`src/core/drive_sup_pkg.sv`:
```
// Constants, types and functional notes for the drive stop and brake supervisor.
// Assumes one 125 MHz clock and parameter settings presented as plain ports.
// Functional notes
// - Scaled frequency equals output frequency times factor 0.1..99.9, default 1.0, also on monitor output.
// - Stop key inhibit 00: stop key always acts; 01: ignored under terminal direction control.
// - Active free-run-stop input cuts output immediately, motor coasts.
// - Restart mode 00: restart from 0 Hz after free-run-stop release.
// - Restart mode 01: wait restart delay after release, then synchronise to motor speed.
// - Remote display code 01..07 selects frequency, current, direction, PID, inputs, outputs, scaled.
// - Factor and display select change while running; other settings only when stopped.
// - Brake duty limit is 0..100 percent of a 100 s braking window.
// - Braking longer than the limit allows raises the braking overload fault.
// - A limit of 0 percent disables duty monitoring; default is 0. The code only masks the fault; braking duty is still counted and output.
// - Stop method 00: stop key ramps down; 01: stop key cuts output, coasting.
package drive_sup_pkg;
  localparam int FREQ_W = 16;
  localparam int DISP_W = 16;
  localparam logic [9:0] FACTOR_MIN = 10'h001;
  localparam logic [9:0] FACTOR_MAX = 10'h3E7;
  localparam logic [9:0] FACTOR_RESET = 10'h00A;
  localparam logic [9:0] FACTOR_DIV = 10'h00A;
  localparam logic [1:0] SEL_ALWAYS = 2'h0;
  localparam logic [1:0] SEL_ALT = 2'h1;
  localparam logic [2:0] DISP_RESET = 3'h1;
  localparam logic [2:0] DISP_FREQ = 3'h1;
  localparam logic [2:0] DISP_CURRENT = 3'h2;
  localparam logic [2:0] DISP_DIR = 3'h3;
  localparam logic [2:0] DISP_PID = 3'h4;
  localparam logic [2:0] DISP_DIN = 3'h5;
  localparam logic [2:0] DISP_DOUT = 3'h6;
  localparam logic [2:0] DISP_SCALED = 3'h7;
  localparam logic [6:0] DUTY_MAX = 7'h64;
  localparam logic [6:0] DUTY_RESET = 7'h00;
  localparam int CLK_HZ = 125_000_000;
  localparam int WINDOW_S = 100;
  localparam int SLOT_MS = 1000;
  localparam int SLOTS = WINDOW_S * 1000 / SLOT_MS;
  localparam int SLOT_CYCLES = CLK_HZ / 1000 * SLOT_MS;
  localparam int DELAY_TICK_MS = 100;
  localparam int DELAY_TICK_CYCLES = CLK_HZ / 1000 * DELAY_TICK_MS;

  typedef enum {ST_IDLE, ST_RUN, ST_RAMP_STOP, ST_COAST, ST_RESTART_WAIT} run_state_t;

  typedef struct packed {
    logic [9:0] factor;
    logic [2:0] disp_sel;
    logic [1:0] stop_inhibit;
    logic [1:0] restart_mode;
    logic [6:0] duty_limit;
    logic [1:0] stop_method;
  } settings_t;

  typedef struct packed {
    logic output_enable;
    logic ramp_down;
    logic restart_zero;
    logic speed_sync;
  } drive_cmd_t;
endpackage : drive_sup_pkg

```
`src/core/drive_stop_brake_supervisor.sv`:
```
// Supervisory stop, restart, display and brake duty logic of a drive inverter.
// Assumes inputs synchronous to I_MCLK and settings held stable by the host.
`timescale 1ns/100ps
module drive_stop_brake_supervisor #(
  parameter int FREQ_W = drive_sup_pkg::FREQ_W,
  parameter int SLOT_CYCLES = drive_sup_pkg::SLOT_CYCLES,
  parameter int DELAY_TICK_CYCLES = drive_sup_pkg::DELAY_TICK_CYCLES
) (
  // Clock and reset
  input wire logic I_MCLK,
  input wire logic I_RSTN,
  // Settings
  input wire drive_sup_pkg::settings_t I_SETTINGS,
  input wire logic I_SETTINGS_WE,
  input wire logic [7:0] I_RESTART_DELAY_TIME,
  // Operator and terminals
  input wire logic I_RUN_CMD,
  input wire logic I_STOP_KEY,
  input wire logic I_DIRECTION_COMMAND_TERMINALS,
  input wire logic I_FREE_RUN_STOP_INPUT,
  input wire logic I_BRAKE_ACTIVE,
  input wire logic I_FAULT_CLEAR,
  // Monitored quantities
  input wire logic [FREQ_W-1:0] I_OUTPUT_FREQUENCY_MONITOR,
  input wire logic [15:0] I_MOTOR_CURRENT,
  input wire logic I_DIRECTION_REV,
  input wire logic [15:0] I_PID_ACTUAL,
  input wire logic [15:0] I_DIN_STATUS,
  input wire logic [15:0] I_DOUT_STATUS,
  input wire logic I_STOPPED,
  // Outputs
  output drive_sup_pkg::settings_t O_SETTINGS,
  output drive_sup_pkg::drive_cmd_t O_DRIVE_CMD,
  output logic [FREQ_W-1:0] O_SCALED_FREQUENCY_MONITOR,
  output logic [FREQ_W-1:0] O_FREQUENCY_MONITOR_OUTPUT,
  output logic [15:0] O_REMOTE_DISPLAY,
  output logic [6:0] O_BRAKE_DUTY,
  output logic O_BRAKING_OVERLOAD_FAULT,
  output logic O_RUNNING
);
  drive_sup_pkg::settings_t cfg;
  drive_sup_pkg::run_state_t state;
  drive_sup_pkg::drive_cmd_t next_cmd;
  logic running;
  logic stop_eff;
  logic frs_prev;
  logic [31:0] tick_cnt;
  logic tick;
  logic [7:0] delay_cnt;
  logic [FREQ_W+9:0] product;
  logic [FREQ_W-1:0] scaled;
  logic [6:0] duty;
  logic over;

  function automatic logic [2:0] clamp_disp(input logic [2:0] code);
    clamp_disp = (code == 3'h0) ? drive_sup_pkg::DISP_RESET : code;
  endfunction : clamp_disp

  function automatic logic [9:0] clamp_factor(input logic [9:0] f);
    if (f < drive_sup_pkg::FACTOR_MIN) begin
      clamp_factor = drive_sup_pkg::FACTOR_MIN;
    end else if (f > drive_sup_pkg::FACTOR_MAX) begin
      clamp_factor = drive_sup_pkg::FACTOR_MAX;
    end else begin
      clamp_factor = f;
    end
  endfunction : clamp_factor

  assign running = (state != drive_sup_pkg::ST_IDLE);

  // Live settings always take effect; stop-related ones only at standstill
  always_ff @(posedge I_MCLK) begin
    if (!I_RSTN) begin
      cfg.factor <= drive_sup_pkg::FACTOR_RESET;
      cfg.disp_sel <= drive_sup_pkg::DISP_RESET;
      cfg.stop_inhibit <= drive_sup_pkg::SEL_ALWAYS;
      cfg.restart_mode <= drive_sup_pkg::SEL_ALWAYS;
      cfg.duty_limit <= drive_sup_pkg::DUTY_RESET;
      cfg.stop_method <= drive_sup_pkg::SEL_ALWAYS;
    end else if (I_SETTINGS_WE) begin
      cfg.factor <= clamp_factor(I_SETTINGS.factor);
      cfg.disp_sel <= clamp_disp(I_SETTINGS.disp_sel);
      if (!running) begin
        cfg.stop_inhibit <= I_SETTINGS.stop_inhibit;
        cfg.restart_mode <= I_SETTINGS.restart_mode;
        cfg.stop_method <= I_SETTINGS.stop_method;
        if (I_SETTINGS.duty_limit <= drive_sup_pkg::DUTY_MAX) begin
          cfg.duty_limit <= I_SETTINGS.duty_limit;
        end
      end
    end
  end

  assign stop_eff = I_STOP_KEY &&
    !(cfg.stop_inhibit == drive_sup_pkg::SEL_ALT && I_DIRECTION_COMMAND_TERMINALS);

  // Restart delay counts in 100 ms ticks
  assign tick = (tick_cnt == 32'(DELAY_TICK_CYCLES - 1));

  always_ff @(posedge I_MCLK) begin
    if (!I_RSTN || tick) begin
      tick_cnt <= '0;
    end else begin
      tick_cnt <= tick_cnt + 32'h1;
    end
  end

  always_ff @(posedge I_MCLK) begin
    if (!I_RSTN) begin
      frs_prev <= 1'b0;
    end else begin
      frs_prev <= I_FREE_RUN_STOP_INPUT;
    end
  end

  always_ff @(posedge I_MCLK) begin
    if (!I_RSTN) begin
      state <= drive_sup_pkg::ST_IDLE;
      delay_cnt <= '0;
    end else if (I_FREE_RUN_STOP_INPUT || O_BRAKING_OVERLOAD_FAULT) begin
      state <= drive_sup_pkg::ST_COAST;
    end else begin
      case (state)
        drive_sup_pkg::ST_IDLE: begin
          if (I_RUN_CMD) begin
            state <= drive_sup_pkg::ST_RUN;
          end
        end
        drive_sup_pkg::ST_RUN: begin
          if (stop_eff) begin
            state <= (cfg.stop_method == drive_sup_pkg::SEL_ALT) ?
              drive_sup_pkg::ST_COAST : drive_sup_pkg::ST_RAMP_STOP;
          end else if (!I_RUN_CMD) begin
            state <= drive_sup_pkg::ST_RAMP_STOP;
          end
        end
        drive_sup_pkg::ST_RAMP_STOP: begin
          if (I_STOPPED) begin
            state <= drive_sup_pkg::ST_IDLE;
          end
        end
        drive_sup_pkg::ST_COAST: begin
          if (frs_prev && I_RUN_CMD) begin
            delay_cnt <= I_RESTART_DELAY_TIME;
            state <= (cfg.restart_mode == drive_sup_pkg::SEL_ALT) ?
              drive_sup_pkg::ST_RESTART_WAIT : drive_sup_pkg::ST_RUN;
          end else if (I_STOPPED) begin
            state <= drive_sup_pkg::ST_IDLE;
          end
        end
        drive_sup_pkg::ST_RESTART_WAIT: begin
          if (delay_cnt == 8'h00) begin
            state <= drive_sup_pkg::ST_RUN;
          end else if (tick) begin
            delay_cnt <= delay_cnt - 8'h01;
          end
        end
        default: state <= drive_sup_pkg::ST_IDLE;
      endcase
    end
  end

  always_comb begin
    next_cmd = '0;
    next_cmd.output_enable = (state == drive_sup_pkg::ST_RUN) ||
      (state == drive_sup_pkg::ST_RAMP_STOP);
    next_cmd.ramp_down = (state == drive_sup_pkg::ST_RAMP_STOP);
    next_cmd.restart_zero = frs_prev && !I_FREE_RUN_STOP_INPUT &&
      (cfg.restart_mode == drive_sup_pkg::SEL_ALWAYS);
    next_cmd.speed_sync = (state == drive_sup_pkg::ST_RESTART_WAIT) &&
      (delay_cnt == 8'h00);
  end

  assign product = (FREQ_W + 10)'(I_OUTPUT_FREQUENCY_MONITOR) * (FREQ_W + 10)'(cfg.factor);
  assign scaled = FREQ_W'(product / (FREQ_W + 10)'(drive_sup_pkg::FACTOR_DIV));

  always_ff @(posedge I_MCLK) begin
    if (!I_RSTN) begin
      O_SCALED_FREQUENCY_MONITOR <= '0;
      O_FREQUENCY_MONITOR_OUTPUT <= '0;
    end else begin
      O_SCALED_FREQUENCY_MONITOR <= scaled;
      O_FREQUENCY_MONITOR_OUTPUT <= scaled;
    end
  end

  always_ff @(posedge I_MCLK) begin
    if (!I_RSTN) begin
      O_REMOTE_DISPLAY <= '0;
    end else begin
      case (cfg.disp_sel)
        drive_sup_pkg::DISP_FREQ: O_REMOTE_DISPLAY <= 16'(I_OUTPUT_FREQUENCY_MONITOR);
        drive_sup_pkg::DISP_CURRENT: O_REMOTE_DISPLAY <= I_MOTOR_CURRENT;
        drive_sup_pkg::DISP_DIR: O_REMOTE_DISPLAY <= {15'h0000, I_DIRECTION_REV};
        drive_sup_pkg::DISP_PID: O_REMOTE_DISPLAY <= I_PID_ACTUAL;
        drive_sup_pkg::DISP_DIN: O_REMOTE_DISPLAY <= I_DIN_STATUS;
        drive_sup_pkg::DISP_DOUT: O_REMOTE_DISPLAY <= I_DOUT_STATUS;
        drive_sup_pkg::DISP_SCALED: O_REMOTE_DISPLAY <= 16'(scaled);
        default: O_REMOTE_DISPLAY <= 16'(I_OUTPUT_FREQUENCY_MONITOR);
      endcase
    end
  end

  brake_duty_monitor #(
    .SLOT_CYCLES(SLOT_CYCLES),
    .SLOTS(drive_sup_pkg::SLOTS)
  ) u_duty (
    .I_MCLK(I_MCLK),
    .I_RSTN(I_RSTN),
    .i_brake_active(I_BRAKE_ACTIVE),
    .i_limit(cfg.duty_limit),
    .o_duty(duty),
    .o_over(over)
  );

  // Fault latches; a new overload in the clear cycle wins
  always_ff @(posedge I_MCLK) begin
    if (!I_RSTN) begin
      O_BRAKING_OVERLOAD_FAULT <= 1'b0;
    end else if (over) begin
      O_BRAKING_OVERLOAD_FAULT <= 1'b1;
    end else if (I_FAULT_CLEAR) begin
      O_BRAKING_OVERLOAD_FAULT <= 1'b0;
    end
  end

  always_ff @(posedge I_MCLK) begin
    if (!I_RSTN) begin
      O_DRIVE_CMD <= '0;
      O_SETTINGS <= '0;
      O_BRAKE_DUTY <= '0;
      O_RUNNING <= 1'b0;
    end else begin
      O_DRIVE_CMD <= next_cmd;
      O_SETTINGS <= cfg;
      O_BRAKE_DUTY <= duty;
      O_RUNNING <= running;
    end
  end
endmodule : drive_stop_brake_supervisor

```
`src/core/brake_duty_monitor.sv`:
```
// Sliding-window braking duty monitor built from one-second slots.
// Assumes a brake-active level synchronous to the clock.
`timescale 1ns/100ps
module brake_duty_monitor #(
  parameter int SLOT_CYCLES = drive_sup_pkg::SLOT_CYCLES,
  parameter int SLOTS = drive_sup_pkg::SLOTS
) (
  input wire logic I_MCLK,
  input wire logic I_RSTN,
  input wire logic i_brake_active,
  input wire logic [6:0] i_limit,
  output logic [6:0] o_duty,
  output logic o_over
);
  // Each slot counts as braking if the brake was active at any time in it;
  // coarse, but one bit per slot keeps the window small.
  logic [31:0] tick_cnt;
  logic [SLOTS-1:0] slot_bits;
  logic [6:0] slot_idx;
  logic slot_hit;
  logic [6:0] duty;
  logic slot_end;

  assign slot_end = (tick_cnt == 32'(SLOT_CYCLES - 1));

  always_ff @(posedge I_MCLK) begin
    if (!I_RSTN) begin
      tick_cnt <= '0;
    end else if (slot_end) begin
      tick_cnt <= '0;
    end else begin
      tick_cnt <= tick_cnt + 32'h1;
    end
  end

  always_ff @(posedge I_MCLK) begin
    if (!I_RSTN) begin
      slot_hit <= 1'b0;
      slot_idx <= '0;
      slot_bits <= '0;
    end else if (slot_end) begin
      slot_bits[slot_idx] <= slot_hit | i_brake_active;
      slot_hit <= 1'b0;
      slot_idx <= (slot_idx == 7'(SLOTS - 1)) ? 7'h00 : slot_idx + 7'h01;
    end else if (i_brake_active) begin
      slot_hit <= 1'b1;
    end
  end

  always_comb begin
    duty = '0;
    for (int k = 0; k < SLOTS; k++) begin
      duty = duty + 7'(slot_bits[k]);
    end
  end

  always_ff @(posedge I_MCLK) begin
    if (!I_RSTN) begin
      o_duty <= '0;
      o_over <= 1'b0;
    end else begin
      o_duty <= duty;
      o_over <= (i_limit != 7'h00) && (duty > i_limit);
    end
  end
endmodule : brake_duty_monitor

```
`config.mk`:
```
export PLATFORM = sky130hd
export DESIGN_NAME = drive_stop_brake_supervisor
export DESIGN_NICKNAME = d
export VERILOG_FILES = /design/src/core/drive_sup_pkg.sv /design/src/core/drive_stop_brake_supervisor.sv /design/src/core/brake_duty_monitor.sv
export SDC_FILE = /design/constraint.sdc
export NUM_CORES = 1
export LEC_CHECK = 0
export BUFFER_PORTS_ARGS = -buffer_cell sky130_fd_sc_hd__buf_2
export CORE_MARGIN = 2
export CORE_UTILIZATION = 45
export CTS_CLUSTER_DIAMETER = 30
export DETAILED_ROUTE_END_ITERATION = 8
export PLACE_DENSITY = 0.65
export SYNTH_ARGS = -nofsm -noshare
export SYNTH_HDL_FRONTEND = slang
export SYNTH_SLANG_ARGS = --single-unit
```
`constraint.sdc`:
```
create_clock -name I_MCLK -period 13.75 [get_ports I_MCLK]
set_input_delay 2.0625 -clock I_MCLK [delete_from_list [all_inputs] [get_ports I_MCLK]]
set_output_delay 2.0625 -clock I_MCLK [all_outputs]
set_load 0.05 [all_outputs]
```
# Word level (Yosys, flattened, before mapping)
# Cells that the tools add are included.
[word_totals]
latch_bits = 0
mem_count = 0
mem_bits_rw = 0
romBits = 0
output_inout_bits = 87
elab_cells = 228
ff_bits = 318
[op_classes]
n_shift = 0
n_eq_ne = 28
bitwise = 4
add_sub_neg = 103
n_lt_le_gt_ge = 6
mux = 24
div_mod_pow = 1
mul = 1
n_reduce_logical = 29
[ops]
columns = ["operator", "n"]
rows = [
  ["7-bit by 1-bit adder with 7-bit output", 98],
  ["32-bit two-way mux", 6],
  ["32-bit one-hot mux with 5 select lines", 1],
  ["100-bit bitwise mux", 1],
  ["32-bit by 2-bit == test with 1-bit output (second input constant)", 3],
  ["16-bit one-hot mux with 6 select lines", 1],
  ["32-bit by 1-bit adder with 32-bit output (second input constant)", 2],
  ["32-bit by 3-bit == test with 1-bit output (second input constant)", 2],
  ["32-bit by 1-bit == test with 1-bit output (second input constant)", 1],
  ["32-bit by 24-bit == test with 1-bit output (second input constant)", 1],
  ["32-bit by 27-bit == test with 1-bit output (second input constant)", 1],
  ["32-bit by 4-bit == test with 1-bit output (second input constant)", 1],
  ["32-bit logical NOT", 1],
  ["32-bit nonzero test", 1],
  ["26-bit by 4-bit divider with 26-bit output (second input constant)", 1],
  ["16-bit by 10-bit multiplier with 26-bit output", 1],
  ["8-bit two-way mux", 3],
  ["10-bit two-way mux", 2],
  ["8-bit one-hot mux with 2 select lines", 1],
  ["3-bit == test (second input constant)", 4],
  ["10-bit > comparator (second input constant)", 1],
  ["10-bit by 1-bit < comparator with 1-bit output (second input constant)", 1],
  ["2-bit != test (second input constant)", 5],
  ["3-bit != test (second input constant)", 3],
  ["30 further kinds", 54],
]

# Longest topological paths before layout
[depth]
depth_word = 101
depth_mapped = 55
mapped_depth_nobuf = 45

# Hierarchy
# A second synthesis with hierarchy kept.
[unflattened]
cells_unflattened = 2916
hier_area_um2 = 24872.6
[by_module_without_submodules]
columns = ["module", "area_each_um2", "cells_each", "n_inst", "seq_area_each_um2"]
rows = [
  ["drive_stop_brake_supervisor", 15771.4, 1954, 1, 3403.3],
  ["brake_duty_monitor", 9101.2, 962, 1, 2962.8],
]

# Least setup slack after synthesis
# Ideal clock, no wire load.
[synth_path]
kind = "input port to flip-flop"
from = "in I_OUTPUT_FREQUENCY_MONITOR[5]"
to = "reg O_REMOTE_DISPLAY[1]"
required_time_ps = 13631
path_stages = 49
t_arrival_ps = 13391
setup_slack_ps = 240
n_path_buf = 4
path_cell_list = "clkbuf_1 > nand2_1 > fa_1 > inv_1 > fa_1 > inv_1 > fa_1 > inv_1 > fa_1 > inv_1 > fa_1 > inv_1 > ha_1 > buf_2 > a21oi_2 > o211ai_1 > a221oi_4 > a21boi_2 > [13 not listed] > a2111oi_4 > a2111oi_4 > o21ai_1 > o22ai_2 > mux2i_1 > a311oi_1 > and3_1 > buf_2 > a221oi_4 > a221o_1 > nand2_1 > a311o_1 > a22o_1 > a2111oi_0 > a21oi_1 > mux2i_1 > nor2_1 > o221a_1"
[synth_via]
elab_chain_len = 3
[synth_rtl]
columns = ["element", "line_no", "rtl"]
rows = [
  ["start, declared", "drive_stop_brake_supervisor.sv:24", "input wire logic [FREQ_W-1:0] I_OUTPUT_FREQUENCY_MONITOR,"],
  ["16-bit by 10-bit multiplier with 26-bit output", "drive_stop_brake_supervisor.sv:174", "assign product = (FREQ_W + 10)'(I_OUTPUT_FREQUENCY_MONITOR) * (FREQ_W + 10)'(cfg.factor);"],
  ["26-bit by 4-bit divider with 26-bit output", "drive_stop_brake_supervisor.sv:175", "assign scaled = FREQ_W'(product / (FREQ_W + 10)'(drive_sup_pkg::FACTOR_DIV));"],
  ["16-bit one-hot mux with 6 select lines", "drive_stop_brake_supervisor.sv:191", "case (cfg.disp_sel)"],
  ["end signal, assigned", "drive_stop_brake_supervisor.sv:192", "drive_sup_pkg::DISP_FREQ: O_REMOTE_DISPLAY <= 16'(I_OUTPUT_FREQUENCY_MONITOR);"],
  ["end signal, assigned", "drive_stop_brake_supervisor.sv:194", "drive_sup_pkg::DISP_DIR: O_REMOTE_DISPLAY <= {15'h0000, I_DIRECTION_REV};"],
  ["end signal, assigned", "drive_stop_brake_supervisor.sv:198", "drive_sup_pkg::DISP_SCALED: O_REMOTE_DISPLAY <= 16'(scaled);"],
  ["end, declared", "drive_stop_brake_supervisor.sv:36", "output logic [15:0] O_REMOTE_DISPLAY,"],
]
# Every way passes these cells.
# A chain may end at the register's enable or synchronous reset.

# Worst setup path after layout
[layout_path]
from = "in I_OUTPUT_FREQUENCY_MONITOR[1]"
to = "reg O_REMOTE_DISPLAY[1]"
[layout_via]
elab_chain_len = 3
[layout_rtl]
columns = ["element", "line_no"]
rows = [
  ["16-bit by 10-bit multiplier with 26-bit output", "drive_stop_brake_supervisor.sv:174"],
  ["26-bit by 4-bit divider with 26-bit output", "drive_stop_brake_supervisor.sv:175"],
  ["16-bit one-hot mux with 6 select lines *", "drive_stop_brake_supervisor.sv:191"],
]
# Every way passes the cells marked *; elsewhere a longest branch is shown, timed or not.

==> results.md <==
- Slew HR: 10.7%
- Top_reg_cell synth: dfxtp_1
- Total gr overflow: 0
- CTS Buf Count: 73
- Period utilisation layout: 97.3%
- Max Slew Vio Count: 0
- Antenna-violating nets left: 0
- Drt total wl: 73700 µm
- Io pins: roughly 210
- Post-Syn Area: 0.0239 mm²
- Root Buffer: clkbuf_16
- Placed insts: 3885
- Largest delay share family, worst path: compound AO/OA/AOI/OAI gates
- Fmax: 74.7 MHz
- Final GP Congestion: 0.921
- Initial antenna violation count: 3
- Clock Skew: 0.0354 ns
- Endpoints failing setup: 0
- Post-synth top cells: dfxtp_1, inv_1, nand2_1
- Worst-margin pin slew: 1.34 ns
- Max-cap violations: 0
- Hold Vio Cnt, Final: 0
- Row cnt: 84
- Worst-path clk slew: 0.05 ns
- CTS tree: yes
- Unrepaired setup endpoints after global routing: yes
- Clk sinks: 318
- Area share of the largest cell type after synthesis: around a quarter
- Min Clock Period, post-route: between 10 and 15 ns
- Most common cell in the synthesized netlist: dfxtp_1
- Post-synthesis sequential element count: 318
- Worst min path class: reg2reg
- Crit end category: flop
- Vias in the first global route: 22700
- Crit path top cell by count: fa_1
- Synth-to-Final Area Change: 27.5%
- Mapped Cells: 2873
- Core ar.: 0.0526 mm²
- CP required: 14.24 ns
- First-pass GRT wire length: 117000 µm
- Sequential-to-total area share from yosys stat: a little over a quarter
- Wire length per cell: 18.2 µm
- Final non-filler cell total: ~4000
- Clock latency reported for the late side of the worst-skew pair: 0.62 ns
- Via-per-instance ratio: roughly 5.6
- Crit path max-delay cell type: fa_1
- Crit-path max cell delay: 0.55 ns
- Distinct cells, synth: 107
- Pre-CTS WS: -0.469 ns
- Yosys warning total: 0
- Outcome: complete, no violations
- Initial core utilization: 45.5%
- Via count: around 23000
- Crit path max fanout: 11
- CP arrival: 13.88 ns
- H-tree lvl count: 3
- Crit start category: input port
- Final Util: between 50% and 60%
- Largest net degree at the start of global routing: 73
- Die H: 234 µm
- DRC: 0
- Gr usage total: 26.7%
- Nets: 3708
- Syn Area/Cell: ~8.3 µm²
- DRT Pass-1 Iters: 6
- Fillers: 4728
- Die ar.: around 0.055 mm²
- Register area: 0.00637 mm²
- Crit Path Class: in2reg
- Hpwl dp: between 50000 and 60000 µm
- Layout cells sized above 1: between 20% and 30%
- Multi-input gate area: roughly 0.016 mm²
- Synth top area cells: dfxtp_1, fa_1, ha_1, inv_1, a21oi_1
- Setup TNS Final: 0 ns
- Cell accounting for the most synthesized area: dfxtp_1
- I/O Buffers: 211
- Maximum clock path buffer count: 3
- Crit path buf inv count: 10
- Ys async rst share: 0%
- EDFF count, synth: 0
- Final worst slack: about 0.37 ns
- DRT iter0 DRCs: between 1000 and 1500
- Die W: 234 µm
==> path summary, 6_finish.rpt <==
check                           startpoint                             end  slack (ns)  cells after the start
min reg2reg    u_duty.o_duty[0]$_SDFF_PN0_      O_BRAKE_DUTY[0]$_SDFF_PN0_        0.43                      1
max reg2reg           cfg[21]$_SDFFE_PN0P_  O_REMOTE_DISPLAY[1]$_SDFF_PN0_        1.28                     47
min            u_duty.o_duty[0]$_SDFF_PN0_      O_BRAKE_DUTY[0]$_SDFF_PN0_        0.43                      1
max          I_OUTPUT_FREQUENCY_MONITOR[1]  O_REMOTE_DISPLAY[1]$_SDFF_PN0_        0.37                     48
==> logic make-up (layout without fill, tap and decap cells) <==
| logic type | after synthesis | count (layout) | synth area share (%) |
|---|---|---|---|
| AND/OR/NAND/NOR | 1015 | 1015 | 20.6 |
| adder cells (fa/ha/maj) | 295 | 295 | 21.6 |
| other | 1 | 32 | 0.0157 |
| multiplexers | 42 | 42 | 1.78 |
| buffers and inverters | 466 | 914 | 7.77 |
| flip-flops | 318 | 318 | 26.6 |
| AO/OA/AOI/OAI | 623 | 623 | 17.4 |
| XOR/XNOR | 113 | 113 | 4.17 |
==> repair_timing <==
action / in CTS / in global routing
resized for setup: 0 / 140
hold buffers: 0 / 0
setup endpoints to repair: 0 / 8
buffers inserted: 0 / 18
==> sequential cells by signal, indices dropped and copies added, names as in the netlist, 8 cells and up <==
name,flops
u_duty.slot_bits,100
state,32
tick_cnt,32
u_duty.tick_cnt,32
O_SETTINGS,26
cfg,26
O_FREQUENCY_MONITOR_OUTPUT,16
O_REMOTE_DISPLAY,16
delay_cnt,8
==> cells in the final DEF, fill, tap and decap left out, drive strengths merged, types with 57 or more instances in the layout <==
cell,n
dfxtp,318
nand3,151
a21oi,208
fa,198
nand2,263
clkbuf,86
inv,308
xor2,57
nor2,250
o21ai,168
buf,480
and2,118
ha,93
==> per-stage QoR <==
| stage | hold slack (ns) | cell area, µm² |
|---|---|---|
| CTS | 0.427 | 29600 |
| finish | 0.426 | 30500 |
| floorplan | 0.410 | 24000 |
| global placement | 0.420 | 27100 |
| global route | 0.441 | 30500 |
| detailed placement | 0.421 | 27100 |
==> final cells by class <==
type,count,area share (%)
Sequential cell,318,20.9
Inverter,301,3.72
Multi-Input combinational cell,2117,54.0
Tap cell,688,2.82
Timing Repair Buffer,481,10.3
Clock buffer,86,6.49
Clock inverter,46,1.75
Antenna cell,3,0.0246
==> layer usage <==
layer	up-vias	wire length, µm	track usage (%)
met4	0	2590	12.1
met5	-	0	0
li1	10600	-	-
met1	11000	31100	33.8
met2	839	34400	44.0
met3	163	5650	5.58
Power is not shown: default switching activity piles up to over one toggle a cycle in this logic, so the estimate is an artifact.
